--- config.mk ---
export PLATFORM = sky130hd
export DESIGN_NAME = tm_top
export DESIGN_NICKNAME = d
export VERILOG_FILES = /design/src/rtl/tm_unused_none.sv /design/src/rtl/tm_pkg.sv /design/src/rtl/tm_conv.sv /design/src/rtl/tm_i2c.sv /design/src/rtl/tm_top.sv
export VERILOG_INCLUDE_DIRS = /design/src /design/src/rtl
export SDC_FILE = /design/constraint.sdc
export NUM_CORES = 1
export LEC_CHECK = 0
export BUFFER_PORTS_ARGS = -buffer_cell sky130_fd_sc_hd__buf_2
export CAP_MARGIN = 20
export CORE_MARGIN = 10
export CORE_UTILIZATION = 55
export CTS_CLUSTER_SIZE = 16
export DETAILED_ROUTE_END_ITERATION = 10
export PLACE_DENSITY = 0.68
export SETUP_SLACK_MARGIN = 0.2
export SLEW_MARGIN = 20
export SYNTH_ARGS = -nofsm -noshare
export SYNTH_HDL_FRONTEND = slang
export SYNTH_SLANG_ARGS = --single-unit
--- constraint.sdc ---
create_clock -name mclk -period 11 [get_ports mclk]
set_clock_uncertainty 0.2 [all_clocks]
set_input_delay 1.1 -clock mclk [delete_from_list [all_inputs] [get_ports mclk]]
set_output_delay 1.1 -clock mclk [all_outputs]
set_load 0.01 [all_outputs]
--- src/rtl/tm_regs.svh ---
// register offsets, field positions, reset values and timing counts
`ifndef TM_REGS_SVH
`define TM_REGS_SVH
`define TM_A_LOCAL 8'h00
`define TM_A_RINT 8'h01
`define TM_A_STAT 8'h02
`define TM_A_CFG_RD 8'h03
`define TM_A_RATE_RD 8'h04
`define TM_A_CFG_WR 8'h09
`define TM_A_RATE_WR 8'h0a
`define TM_A_RFRAC 8'h10
`define TM_A_HYST 8'h21
`define TM_A_LIM0 8'h30
`define TM_LIM_MASK 8'hf8
`define TM_CFG_MASK 7
`define TM_CFG_STBY 6
`define TM_CFG_PIN2 5
`define TM_CFG_EXT 2
`define TM_CFG_USED 8'he4
`define TM_RST_CFG 8'h00
`define TM_RST_RATE 8'h08
`define TM_RST_HYST 8'h0a
`define TM_RST_HIGH 8'h55
`define TM_RST_LOW 8'h00
`define TM_RST_OVERTEMP_COMPARATOR_PIN 8'h55
`define TM_EXT_OFFSET 8'h40
`define TM_AVG_FROM 4'h8
`define TM_RATE_MAX 4'ha
`define TM_PERIOD_US 15500
`define TM_CLK_MHZ 100
`define TM_PERIOD_CYC (`TM_PERIOD_US * `TM_CLK_MHZ)
`endif

--- src/rtl/tm_unused_none.sv ---
// spare file of the design set, holds no module
`timescale 1ns/10ps
--- src/rtl/tm_pkg.sv ---
// shared types of the temperature monitor back end
package tm_pkg;
  typedef struct packed {
    logic wr;
    logic rd;
    logic [7:0] addr;
    logic [7:0] wdata;
  } tm_bus_s;
  typedef struct packed {
    logic valid;
    logic remote;
    logic [7:0] int_b;
    logic [7:0] frac_b;
    logic open;
    logic shorted;
  } tm_res_s;
  typedef struct packed {
    logic ack;
    logic signed [11:0] raw;
    logic open;
    logic shorted;
  } tm_adc_s;
  typedef enum logic [1:0] {CV_IDLE, CV_REQ, CV_WAIT, CV_GAP} tm_cv_e;
  typedef enum logic [2:0] {
    SB_IDLE, SB_ADDR, SB_AACK, SB_WR, SB_WACK, SB_RD, SB_RACK
  } tm_sb_e;
endpackage

--- src/rtl/tm_conv.sv ---
// conversion sequencer: alternation, averaging, result formatting
`timescale 1ns/10ps
`include "tm_regs.svh"
module tm_conv #(
  parameter int unsigned PERIOD_CYC = `TM_PERIOD_CYC,
  parameter int AVG_N = 16
) (
  input wire logic mclk,
  input wire logic sys_rst,
  input wire logic standby,
  input wire logic range_ext,
  input wire logic [3:0] rate,
  input wire tm_pkg::tm_adc_s adc,
  output logic meas_req,
  output logic meas_remote,
  output logic busy,
  output tm_pkg::tm_res_s res
);
  import tm_pkg::*;
  localparam int AVG_SH = $clog2(AVG_N);
  if (AVG_N < 2 || AVG_N > 16 || (1 << AVG_SH) != AVG_N || PERIOD_CYC == 0
      || PERIOD_CYC > 32'd4000000) begin : g_bad
    $error("tm_conv: unsupported parameter");
  end
  typedef struct packed {
    tm_cv_e st;
    logic remote;
    logic [4:0] n;
    logic [15:0] acc;
    logic open;
    logic shorted;
    logic [31:0] gap;
    tm_res_s res;
  } tm_cv_st_s;
  tm_cv_st_s q, d;
  logic avg_on;
  assign avg_on = rate < `TM_AVG_FROM;

  function automatic tm_res_s fmt(input logic signed [11:0] raw,
                                  input logic ext);
    logic signed [11:0] t;
    fmt = '0;
    t = (raw >>> 2) + $signed({4'h0, ext ? `TM_EXT_OFFSET : 8'h00});
    if (t[11]) fmt.int_b = 8'h00;
    else if (t[10:8] != 3'h0 || (!ext && t[7]))
      fmt.int_b = ext ? 8'hff : 8'h7f;
    else begin
      fmt.int_b = t[7:0];
      fmt.frac_b = {raw[1:0], 6'h00};
    end
  endfunction

  always_comb begin
    logic signed [15:0] acc_n;
    logic signed [11:0] avg;
    logic [3:0] r;
    logic [4:0] n_need;
    acc_n = $signed(q.acc) + $signed({{4{adc.raw[11]}}, adc.raw});
    avg = 12'(acc_n >>> AVG_SH);
    r = (rate > `TM_RATE_MAX) ? `TM_RATE_MAX : rate;
    n_need = avg_on ? 5'(AVG_N) : 5'h01;
    d = q;
    d.res.valid = 1'b0;
    case (q.st)
      CV_IDLE: if (!standby) begin
        d.st = CV_REQ;
        d.n = 5'h00;
        d.acc = 16'h0000;
        d.open = 1'b0;
        d.shorted = 1'b0;
      end
      CV_REQ: d.st = CV_WAIT;
      CV_WAIT: if (adc.ack) begin
        d.open = q.open | adc.open;
        d.shorted = q.shorted | adc.shorted;
        if (q.n == n_need - 5'h01) begin
          // range sampled here so a switch shows in the next result
          d.res = fmt(avg_on ? avg : adc.raw, range_ext);
          d.res.valid = 1'b1;
          d.res.remote = q.remote;
          d.res.open = d.open;
          d.res.shorted = d.shorted;
          d.remote = !q.remote;
          d.st = q.remote ? CV_GAP : CV_IDLE;
          d.gap = PERIOD_CYC << (`TM_RATE_MAX - r);
        end else begin
          d.n = q.n + 5'h01;
          d.acc = acc_n;
          d.st = CV_REQ;
        end
      end
      CV_GAP: if (q.gap <= 32'h1) d.st = CV_IDLE;
              else d.gap = q.gap - 32'h1;
      default: d.st = CV_IDLE;
    endcase
  end

  always_ff @(posedge mclk) begin
    if (sys_rst) q <= '0;
    else q <= d;
  end
  assign meas_req = q.st == CV_REQ;
  assign meas_remote = q.remote;
  assign busy = q.st == CV_REQ || q.st == CV_WAIT;
  assign res = q.res;
endmodule

--- src/rtl/tm_i2c.sv ---
// two-wire slave sampled on mclk, one register pointer
`timescale 1ns/10ps
module tm_i2c #(
  parameter logic [6:0] DEV_ADDR = 7'h48
) (
  input wire logic mclk,
  input wire logic sys_rst,
  input wire logic scl_i,
  input wire logic sda_i,
  output logic sda_o,
  output logic sda_oe,
  output tm_pkg::tm_bus_s bus,
  input wire logic [7:0] rd_data
);
  import tm_pkg::*;
  typedef struct packed {
    logic [2:0] scl;
    logic [2:0] sda;
    tm_sb_e st;
    logic [3:0] cnt;
    logic [7:0] sh;
    logic rw;
    logic first;
    logic oe;
    tm_bus_s bus;
  } tm_sb_st_s;
  tm_sb_st_s q, d;
  logic rise, fall, hi, sv, sp;
  // edges come from the second and third stages only
  assign rise = q.scl[1] && !q.scl[2];
  assign fall = !q.scl[1] && q.scl[2];
  assign hi = q.scl[1] && q.scl[2];
  assign sv = q.sda[1];
  assign sp = q.sda[2];

  always_comb begin
    d = q;
    d.bus.wr = 1'b0;
    d.bus.rd = 1'b0;
    d.scl = {q.scl[1:0], scl_i};
    d.sda = {q.sda[1:0], sda_i};
    if (hi && sp && !sv) begin
      d.st = SB_ADDR;
      d.cnt = 4'h0;
      d.oe = 1'b0;
      d.first = 1'b1;
    end else if (hi && !sp && sv) begin
      d.st = SB_IDLE;
      d.oe = 1'b0;
    end else begin
      case (q.st)
        SB_IDLE: d.oe = 1'b0;
        SB_ADDR, SB_WR: if (rise) begin
          d.sh = {q.sh[6:0], sv};
          d.cnt = q.cnt + 4'h1;
        end else if (fall && q.cnt == 4'h8) begin
          d.oe = 1'b1;
          if (q.st == SB_ADDR) begin
            d.rw = q.sh[0];
            d.st = (q.sh[7:1] == DEV_ADDR) ? SB_AACK : SB_IDLE;
            d.oe = q.sh[7:1] == DEV_ADDR;
          end else begin
            d.st = SB_WACK;
            d.first = 1'b0;
            if (q.first) d.bus.addr = q.sh;
            else begin
              d.bus.wr = 1'b1;
              d.bus.wdata = q.sh;
            end
          end
        end
        SB_AACK, SB_RACK: if (rise && q.st == SB_RACK && sv) begin
          d.st = SB_IDLE;
        end else if (fall) begin
          d.cnt = 4'h0;
          d.oe = 1'b0;
          d.st = SB_WR;
          if (q.st == SB_RACK || q.rw) begin
            d.st = SB_RD;
            d.sh = rd_data;
            d.oe = !rd_data[7];
            d.bus.rd = 1'b1;
          end
        end
        SB_WACK: if (fall) begin
          d.oe = 1'b0;
          d.cnt = 4'h0;
          d.st = SB_WR;
        end
        SB_RD: if (fall) begin
          d.cnt = q.cnt + 4'h1;
          d.sh = {q.sh[6:0], 1'b0};
          d.oe = !q.sh[6];
          if (q.cnt == 4'h7) begin
            d.oe = 1'b0;
            d.st = SB_RACK;
          end
        end
        default: d.st = SB_IDLE;
      endcase
    end
  end

  always_ff @(posedge mclk) begin
    if (sys_rst) begin
      q <= '0;
      q.scl <= 3'h7;
      q.sda <= 3'h7;
    end else q <= d;
  end
  assign sda_o = 1'b0;
  assign sda_oe = q.oe;
  assign bus = q.bus;
endmodule

--- src/rtl/tm_top.sv ---
// temperature monitor back end: registers, limits, alarm pins
`timescale 1ns/10ps
`include "tm_regs.svh"
// ----------------------------------------------------------------
// ----------------------------------------------------------------
module tm_top #(
  parameter int unsigned PERIOD_CYC = `TM_PERIOD_CYC,
  parameter int AVG_N = 16,
  parameter logic [6:0] DEV_ADDR = 7'h48  // arbitrary bus address
) (
  input wire logic mclk,
  input wire logic sys_rst,
  input wire logic scl_i,
  input wire logic sda_i,
  output logic sda_o,
  output logic sda_oe,
  output logic alarm_pin_n_o,
  output logic alarm_pin_n_oe,
  output logic overtemp_comparator_pin_n_o,
  output logic overtemp_comparator_pin_n_oe,
  output logic meas_req,
  output logic meas_remote,
  input wire tm_pkg::tm_adc_s adc
);
  import tm_pkg::*;

  // ----------------------------------------------------------------
  // state
  // ----------------------------------------------------------------
  typedef struct packed {
    logic [7:0] local_v;
    logic [7:0] rint;
    logic [7:0] rfrac;
    logic [7:0] rint_hold;
    logic lock;
    logic ropen;
    logic [7:0] cfg;
    logic [7:0] rate;
    logic [7:0] hyst;
    logic [7:0][7:0] lim;
    logic [6:0] flags;
    logic upd;
    logic th_loc;
    logic th_rem;
    logic th2_loc;
    logic th2_rem;
    logic th_oe;
    logic al_oe;
  } tm_top_st_s;
  tm_top_st_s q, d;
  tm_bus_s bus;
  tm_res_s res;
  logic busy;
  logic [7:0] rd_data;
  logic [1:0] loc_cmp, rem_cmp;

  // ----------------------------------------------------------------
  // helpers
  // ----------------------------------------------------------------
  function automatic logic [1:0] lim_cmp(input logic [9:0] v,
                                         input logic [9:0] hi,
                                         input logic [9:0] lo);
    lim_cmp = {v > hi, v <= lo};
  endfunction

  // set above the limit, clear once at or below limit minus hysteresis
  function automatic logic hyst_next(input logic act,
                                     input logic [7:0] v,
                                     input logic [7:0] lim,
                                     input logic [7:0] hy);
    if (v > lim) hyst_next = 1'b1;
    else if ({1'b0, v} + {1'b0, hy} <= {1'b0, lim}) hyst_next = 1'b0;
    else hyst_next = act;
  endfunction

  // ----------------------------------------------------------------
  // sub-blocks
  // ----------------------------------------------------------------
  tm_i2c #(
    .DEV_ADDR(DEV_ADDR)
  ) u_i2c (
    .mclk(mclk),
    .sys_rst(sys_rst),
    .scl_i(scl_i),
    .sda_i(sda_i),
    .sda_o(sda_o),
    .sda_oe(sda_oe),
    .bus(bus),
    .rd_data(rd_data)
  );

  tm_conv #(
    .PERIOD_CYC(PERIOD_CYC),
    .AVG_N(AVG_N)
  ) u_conv (
    .mclk(mclk),
    .sys_rst(sys_rst),
    .standby(q.cfg[`TM_CFG_STBY]),
    .range_ext(q.cfg[`TM_CFG_EXT]),
    .rate(q.rate[3:0]),
    .adc(adc),
    .meas_req(meas_req),
    .meas_remote(meas_remote),
    .busy(busy),
    .res(res)
  );

  // ----------------------------------------------------------------
  // register file and comparison
  // ----------------------------------------------------------------
  assign loc_cmp = lim_cmp({q.local_v, 2'b00}, {q.lim[0], 2'b00},
                           {q.lim[1], 2'b00});
  assign rem_cmp = lim_cmp({q.rint, q.rfrac[7:6]},
                           {q.lim[2], q.lim[4][7:6]},
                           {q.lim[3], q.lim[5][7:6]});

  always_comb begin
    d = q;
    // writes in standby still refresh flags and pins
    d.upd = res.valid | bus.wr;
    if (res.valid && !res.remote) d.local_v = res.int_b;
    if (res.valid && res.remote) begin
      d.ropen = res.open;
      if (!res.shorted) begin
        d.rint = res.int_b;
        d.rfrac = res.frac_b;
      end
    end
    // converter keeps updating rint; integer reads after a fraction read see the frozen copy
    if (bus.rd && bus.addr == `TM_A_RFRAC) begin
      d.lock = 1'b1;
      d.rint_hold = q.rint;
    end else if (bus.rd && bus.addr == `TM_A_RINT) d.lock = 1'b0;
    if (bus.wr) begin
      case (bus.addr)
        `TM_A_CFG_WR: d.cfg = bus.wdata & `TM_CFG_USED;
        `TM_A_RATE_WR: d.rate = {4'h0, bus.wdata[3:0]};
        `TM_A_HYST: d.hyst = bus.wdata;
        default: if ((bus.addr & `TM_LIM_MASK) == `TM_A_LIM0)
          d.lim[bus.addr[2:0]] = bus.wdata;
      endcase
    end
    if (q.upd) begin
      d.flags = {loc_cmp, rem_cmp, q.ropen,
                 q.rint > q.lim[6], q.local_v > q.lim[7]};
      d.th_rem = hyst_next(q.th_rem, q.rint, q.lim[6], q.hyst);
      d.th_loc = hyst_next(q.th_loc, q.local_v, q.lim[7], q.hyst);
      d.th2_rem = hyst_next(q.th2_rem, q.rint, q.lim[2], q.hyst);
      d.th2_loc = hyst_next(q.th2_loc, q.local_v, q.lim[0], q.hyst);
    end
    d.th_oe = q.th_loc | q.th_rem;
    if (q.cfg[`TM_CFG_PIN2]) d.al_oe = q.th2_loc | q.th2_rem;
    else d.al_oe = !q.cfg[`TM_CFG_MASK] && (|q.flags[6:2]);
  end

  always_comb begin
    rd_data = 8'h00;
    case (bus.addr)
      `TM_A_LOCAL: rd_data = q.local_v;
      `TM_A_RINT: rd_data = q.lock ? q.rint_hold : q.rint;
      `TM_A_STAT: rd_data = {busy, q.flags};
      `TM_A_CFG_RD: rd_data = q.cfg;
      `TM_A_RATE_RD: rd_data = q.rate;
      `TM_A_RFRAC: rd_data = q.rfrac;
      `TM_A_HYST: rd_data = q.hyst;
      default: if ((bus.addr & `TM_LIM_MASK) == `TM_A_LIM0)
        rd_data = q.lim[bus.addr[2:0]];
    endcase
  end

  always_ff @(posedge mclk) begin
    if (sys_rst) begin
      q <= '0;
      q.cfg <= `TM_RST_CFG;
      q.rate <= `TM_RST_RATE;
      q.hyst <= `TM_RST_HYST;
      q.lim <= {`TM_RST_OVERTEMP_COMPARATOR_PIN, `TM_RST_OVERTEMP_COMPARATOR_PIN, 8'h00, 8'h00,
                `TM_RST_LOW, `TM_RST_HIGH, `TM_RST_LOW, `TM_RST_HIGH};
    end else q <= d;
  end

  // open-drain pins: enable high pulls the line low
  assign alarm_pin_n_o = 1'b0;
  assign alarm_pin_n_oe = q.al_oe;
  assign overtemp_comparator_pin_n_o = 1'b0;
  assign overtemp_comparator_pin_n_oe = q.th_oe;
endmodule

==> out/qor.yml <==
status:
  outcome: "completed"
clock_network:
  hold_buffers: 0
  cts.sink_count: 236
  cts_root_buf: "clkbuf_16"
  cts_tree: "built"
  h-tree-depth: 1
  postCtsSetupBuffers: 0
  clkSlewWorstSetupHoldPaths_ps: 60
  ctsResizeCount: 0
  cts-buffers-inserted: 27
  clock_latency_ps: 540
  clock_path_buffers: 3
worst_setup_path:
  critPathMaxFanout: 10
  critPathMostFrequentCell: "ha_1"
  rr_endpoint: "u_conv.res[17]"
  required_ps: 11200
  critPathKind: "in -> reg"
  crit_path_start_kind: "primary input"
  cp-end-kind: "flip-flop"
  critical-path-max-stage-delay_ps: 630
  rrSetupSlack_ps: 6370
  path_buf_inv: 3
  reg2regPathDepth: 21
  critical_path_arrival_ps: 5150
  crit_chain: "buf_2 -> ha_1 -> inv_1 -> fa_1 -> nor2b_1 -> o31ai_1 -> a31oi_1 -> a21oi_1 -> o21ai_0 -> a21o_1 -> a21oi_1 -> xnor2_1 -> nand2_1 -> nand2_1 -> ha_1 -> ha_1 -> inv_1 -> a31oi_1 -> nand4_1 -> mux2i_1 -> mux2i_1 -> o21ai_0"
  r2r_start: "u_conv.q[54]"
  cpLargestDelayFamily: "compound AO/OA/AOI/OAI gates"
  crit_path_top_delay_cell: "mux2i_1"
timing:
  setup_viol: 0
  tns_ps: 0
  slew_headroom_pct: 23.0
  worstMarginPinSlew_ps: 1140
  min_period_ps: 4940
  slew_viol_final: 0
  hold_ws_ps: 215
  report.final.hold_viol_count: 0
  fmax_mhz: 202
  period_share_pct: 44.9
  rsz0062_at_grt: "false"
global_route:
  grt_pass1_wl_microns: 68900
  antenna_found_initial: 0
  grt_max_degree: 100
  overflow: 0
  grt_pass1_vias: 12300
  grt_use_total_pct: 25.2
finish:
  finalNetCount: 1982
  layout-drive-gt1-share_pct: 6.08
  antennaDiodeCount: 0
  syn2layout_area_growth_pct: 7.51
  fillers: 2500
  fin_cells: 2184
  multi_input_area_sq_um: 9410
  seq_area_sq_um: 4720
floorplan:
  die_x_microns: 184
  core_area_sq_um: 26800
  pin_count: 27
  die_area_sq_um: 34000
  fp.dieH_microns: 184
  initial_core_util_pct: 55.5
  row_count: 60
route:
  num_vias: 13500
  wirelength_microns: 43500
  viasPerCell: 6.19
  postRouteAntennaNets: 0
  remaining_drc_errors: 0
  drtIter0Drc: 1365
  wl_per_cell_microns: 19.9
  first_pass_iters: 6
yosys:
  async_reset_ff_share_pct: 0
  synth_cell_types: 71
  synth_ff_type: "dfxtp_1"
  ys_ff_latch: 236
  syn-mean-instance-area_sq_um: 8.00
  postSynthCellCount: 1860
  seq_area_frac_synth_pct: 31.8
  synth_warnings: 0
  synth_edf_count: 0
  syn_area_sq_um: 14900
place:
  dpl.cell_count: 2138
  place_congestion: 0.934
  dp_hpwl_microns: 31800
  io_buffers: 23
min_path:
  holdCritStartpoint: "u_i2c.d[40]"
  hp-class: "reg -> reg"
  worst_hold_path.endpoint: "u_i2c.d[41]"
  worstHoldPathCells: 1
run:
  max_cap_viol_count: 0
pwr:
  p_leak_nw: 6.43
  vdd_drop_max_uv: 127
  power_density_nw_per_um2: 132
## routing by layer
metal	global-route usage, %	wire length, microns	part of all wire, %	up-vias
met5	0	0	0	-
met4	5.11	760	1.7	0
met3	4.84	3640	8.4	50
met2	36.8	18300	42	474
met1	37.5	20800	48	6459
li1	-	-	-	6539
## power by group
part           total [mW]  switching [mW]  leakage (nW)  internal, mW
Sequential          0.888          0.0170          1.90         0.871
Clock               0.901           0.362         0.428         0.539
Combinational       0.317           0.219          4.10        0.0979
Total                2.11           0.598          6.43          1.51
## layout make-up
cell class | instances | area share [%]
multi-input combinational | 1433 | 58.8
sequential | 236 | 29.5
clock buffer | 36 | 4.62
tap | 341 | 2.67
inverter | 93 | 2.18
timing repair buffer | 35 | 1.32
clock inverter | 10 | 0.822
## Yosys cell counts (4+ instances only)
| cell type | number | share of area, % |
|---|---|---|
| o22a_1 | 5 | 0.29 |
| o21ai_0 | 102 | 3.4 |
| ha_1 | 134 | 11 |
| nand2b_1 | 24 | 1.0 |
| or2_2 | 11 | 0.46 |
| a31oi_1 | 12 | 0.50 |
| nor4_1 | 10 | 0.42 |
| xor2_1 | 12 | 0.71 |
| nor2b_1 | 32 | 1.3 |
| and3_1 | 12 | 0.50 |
| dfxtp_1 | 236 | 32 |
| a21o_1 | 28 | 1.4 |
| nor3b_1 | 6 | 0.30 |
| inv_1 | 92 | 2.3 |
| a21oi_1 | 165 | 5.6 |
| mux4_2 | 16 | 2.4 |
| nor2_1 | 218 | 5.5 |
| nor3_1 | 51 | 1.7 |
| o31ai_1 | 5 | 0.25 |
| a311o_1 | 4 | 0.27 |
| nand2_1 | 205 | 5.2 |
| a211o_1 | 16 | 0.94 |
| o22ai_1 | 12 | 0.50 |
| o221ai_1 | 5 | 0.29 |
| a22oi_1 | 26 | 1.3 |
| and2_1 | 6 | 0.25 |
| or3_1 | 13 | 0.55 |
| nand3_1 | 52 | 1.7 |
| clkbuf_1 | 82 | 2.1 |
| mux2i_1 | 94 | 6.3 |
| a221oi_1 | 5 | 0.29 |
| nand4_1 | 21 | 0.88 |
| o32ai_1 | 6 | 0.35 |
| o211ai_1 | 12 | 0.61 |
| a311oi_1 | 6 | 0.35 |
| o21a_1 | 28 | 1.4 |
| a211oi_1 | 6 | 0.30 |
| nand3b_1 | 9 | 0.45 |
| buf_1 | 10 | 0.25 |
| xnor2_1 | 22 | 1.3 |
## flip-flops by register name, indices dropped and copies added, names as in the netlist
name and cells:
u_conv.q 57, alarm_pin_n_oe 1, u_conv.meas_remote 1, u_conv.res 14
overtemp_comparator_pin_n_oe 1, u_i2c.bus 18, q 120, u_i2c.d 4
u_i2c.q 19, u_i2c.sda_oe 1
## cell families after synthesis
| family | after synthesis | share of synthesized area, % |
|---|---|---|
| and+or+nand+nor | 680 | 21.0 |
| AOI/OAI and AO/OA | 467 | 19.5 |
| DFF | 236 | 31.8 |
| buffers and inverters | 193 | 5.11 |
| adders and majority gates | 137 | 11.7 |
| muxes | 112 | 8.90 |
| xor gates and xnor gates | 34 | 2.00 |
| other | 1 | 0.0252 |
## worst max-delay path by stage
stage	end	start	slack (ps)	depth (start not counted)
final	u_conv.res[17]	adc[2]	6060	22
after global placement	u_conv.res[17]	adc[2]	5660	22
after CTS	u_conv.res[17]	adc[2]	6150	22
after global routing	u_conv.res[17]	adc[2]	5660	22
after detailed placement	u_conv.res[17]	adc[2]	5600	22
after floorplan	u_conv.res[17]	adc[2]	6250	21
## stage by stage
| stage | utilization [%] | worst slack (ps) | instance area, sq um | total power, mW |
|---|---|---|---|---|
| CTS | 59.7 | 6150 | 16000 | 2.12 |
| floorplan | - | 6250 | 14900 | 1.14 |
| detailed placement | 56.4 | 5600 | 15100 | 1.22 |
| global route | 59.7 | 5660 | 16000 | 2.20 |
| global placement | 56.4 | 5660 | 15100 | 1.21 |
| finish | 59.7 | 6060 | 16000 | 2.11 |
## placed cells by master, fill, tap and decap left out, types with 6 or more instances in the layout
cell / Yosys / routed
nand3b_1: 9 / 9
xnor2_1: 22 / 22
a211oi_1: 6 / 6
nand4_1: 21 / 21
nor2_1: 218 / 218
nand3_1: 52 / 52
o21a_1: 28 / 28
a21oi_1: 165 / 165
clkbuf_16: 0 / 27
dfxtp_1: 236 / 236
nand2b_1: 24 / 24
and3_1: 12 / 12
o21ai_0: 102 / 102
a311oi_1: 6 / 6
a21o_1: 28 / 28
and2_1: 6 / 6
or3_1: 13 / 13
o32ai_1: 6 / 6
mux4_2: 16 / 16
buf_2: 2 / 22
or2_2: 11 / 11
a22oi_1: 26 / 26
a31oi_1: 12 / 12
nand2_1: 205 / 205
nor2b_1: 32 / 32
nor3_1: 51 / 51
o22ai_1: 12 / 12
inv_1: 92 / 92
a211o_1: 16 / 16
xor2_1: 12 / 12
ha_1: 134 / 134
o211ai_1: 12 / 12
nor4_1: 10 / 10
buf_4: 3 / 12
mux2i_1: 94 / 94
clkbuf_1: 82 / 6
Note: power is estimated with default switching activity, not from simulation.
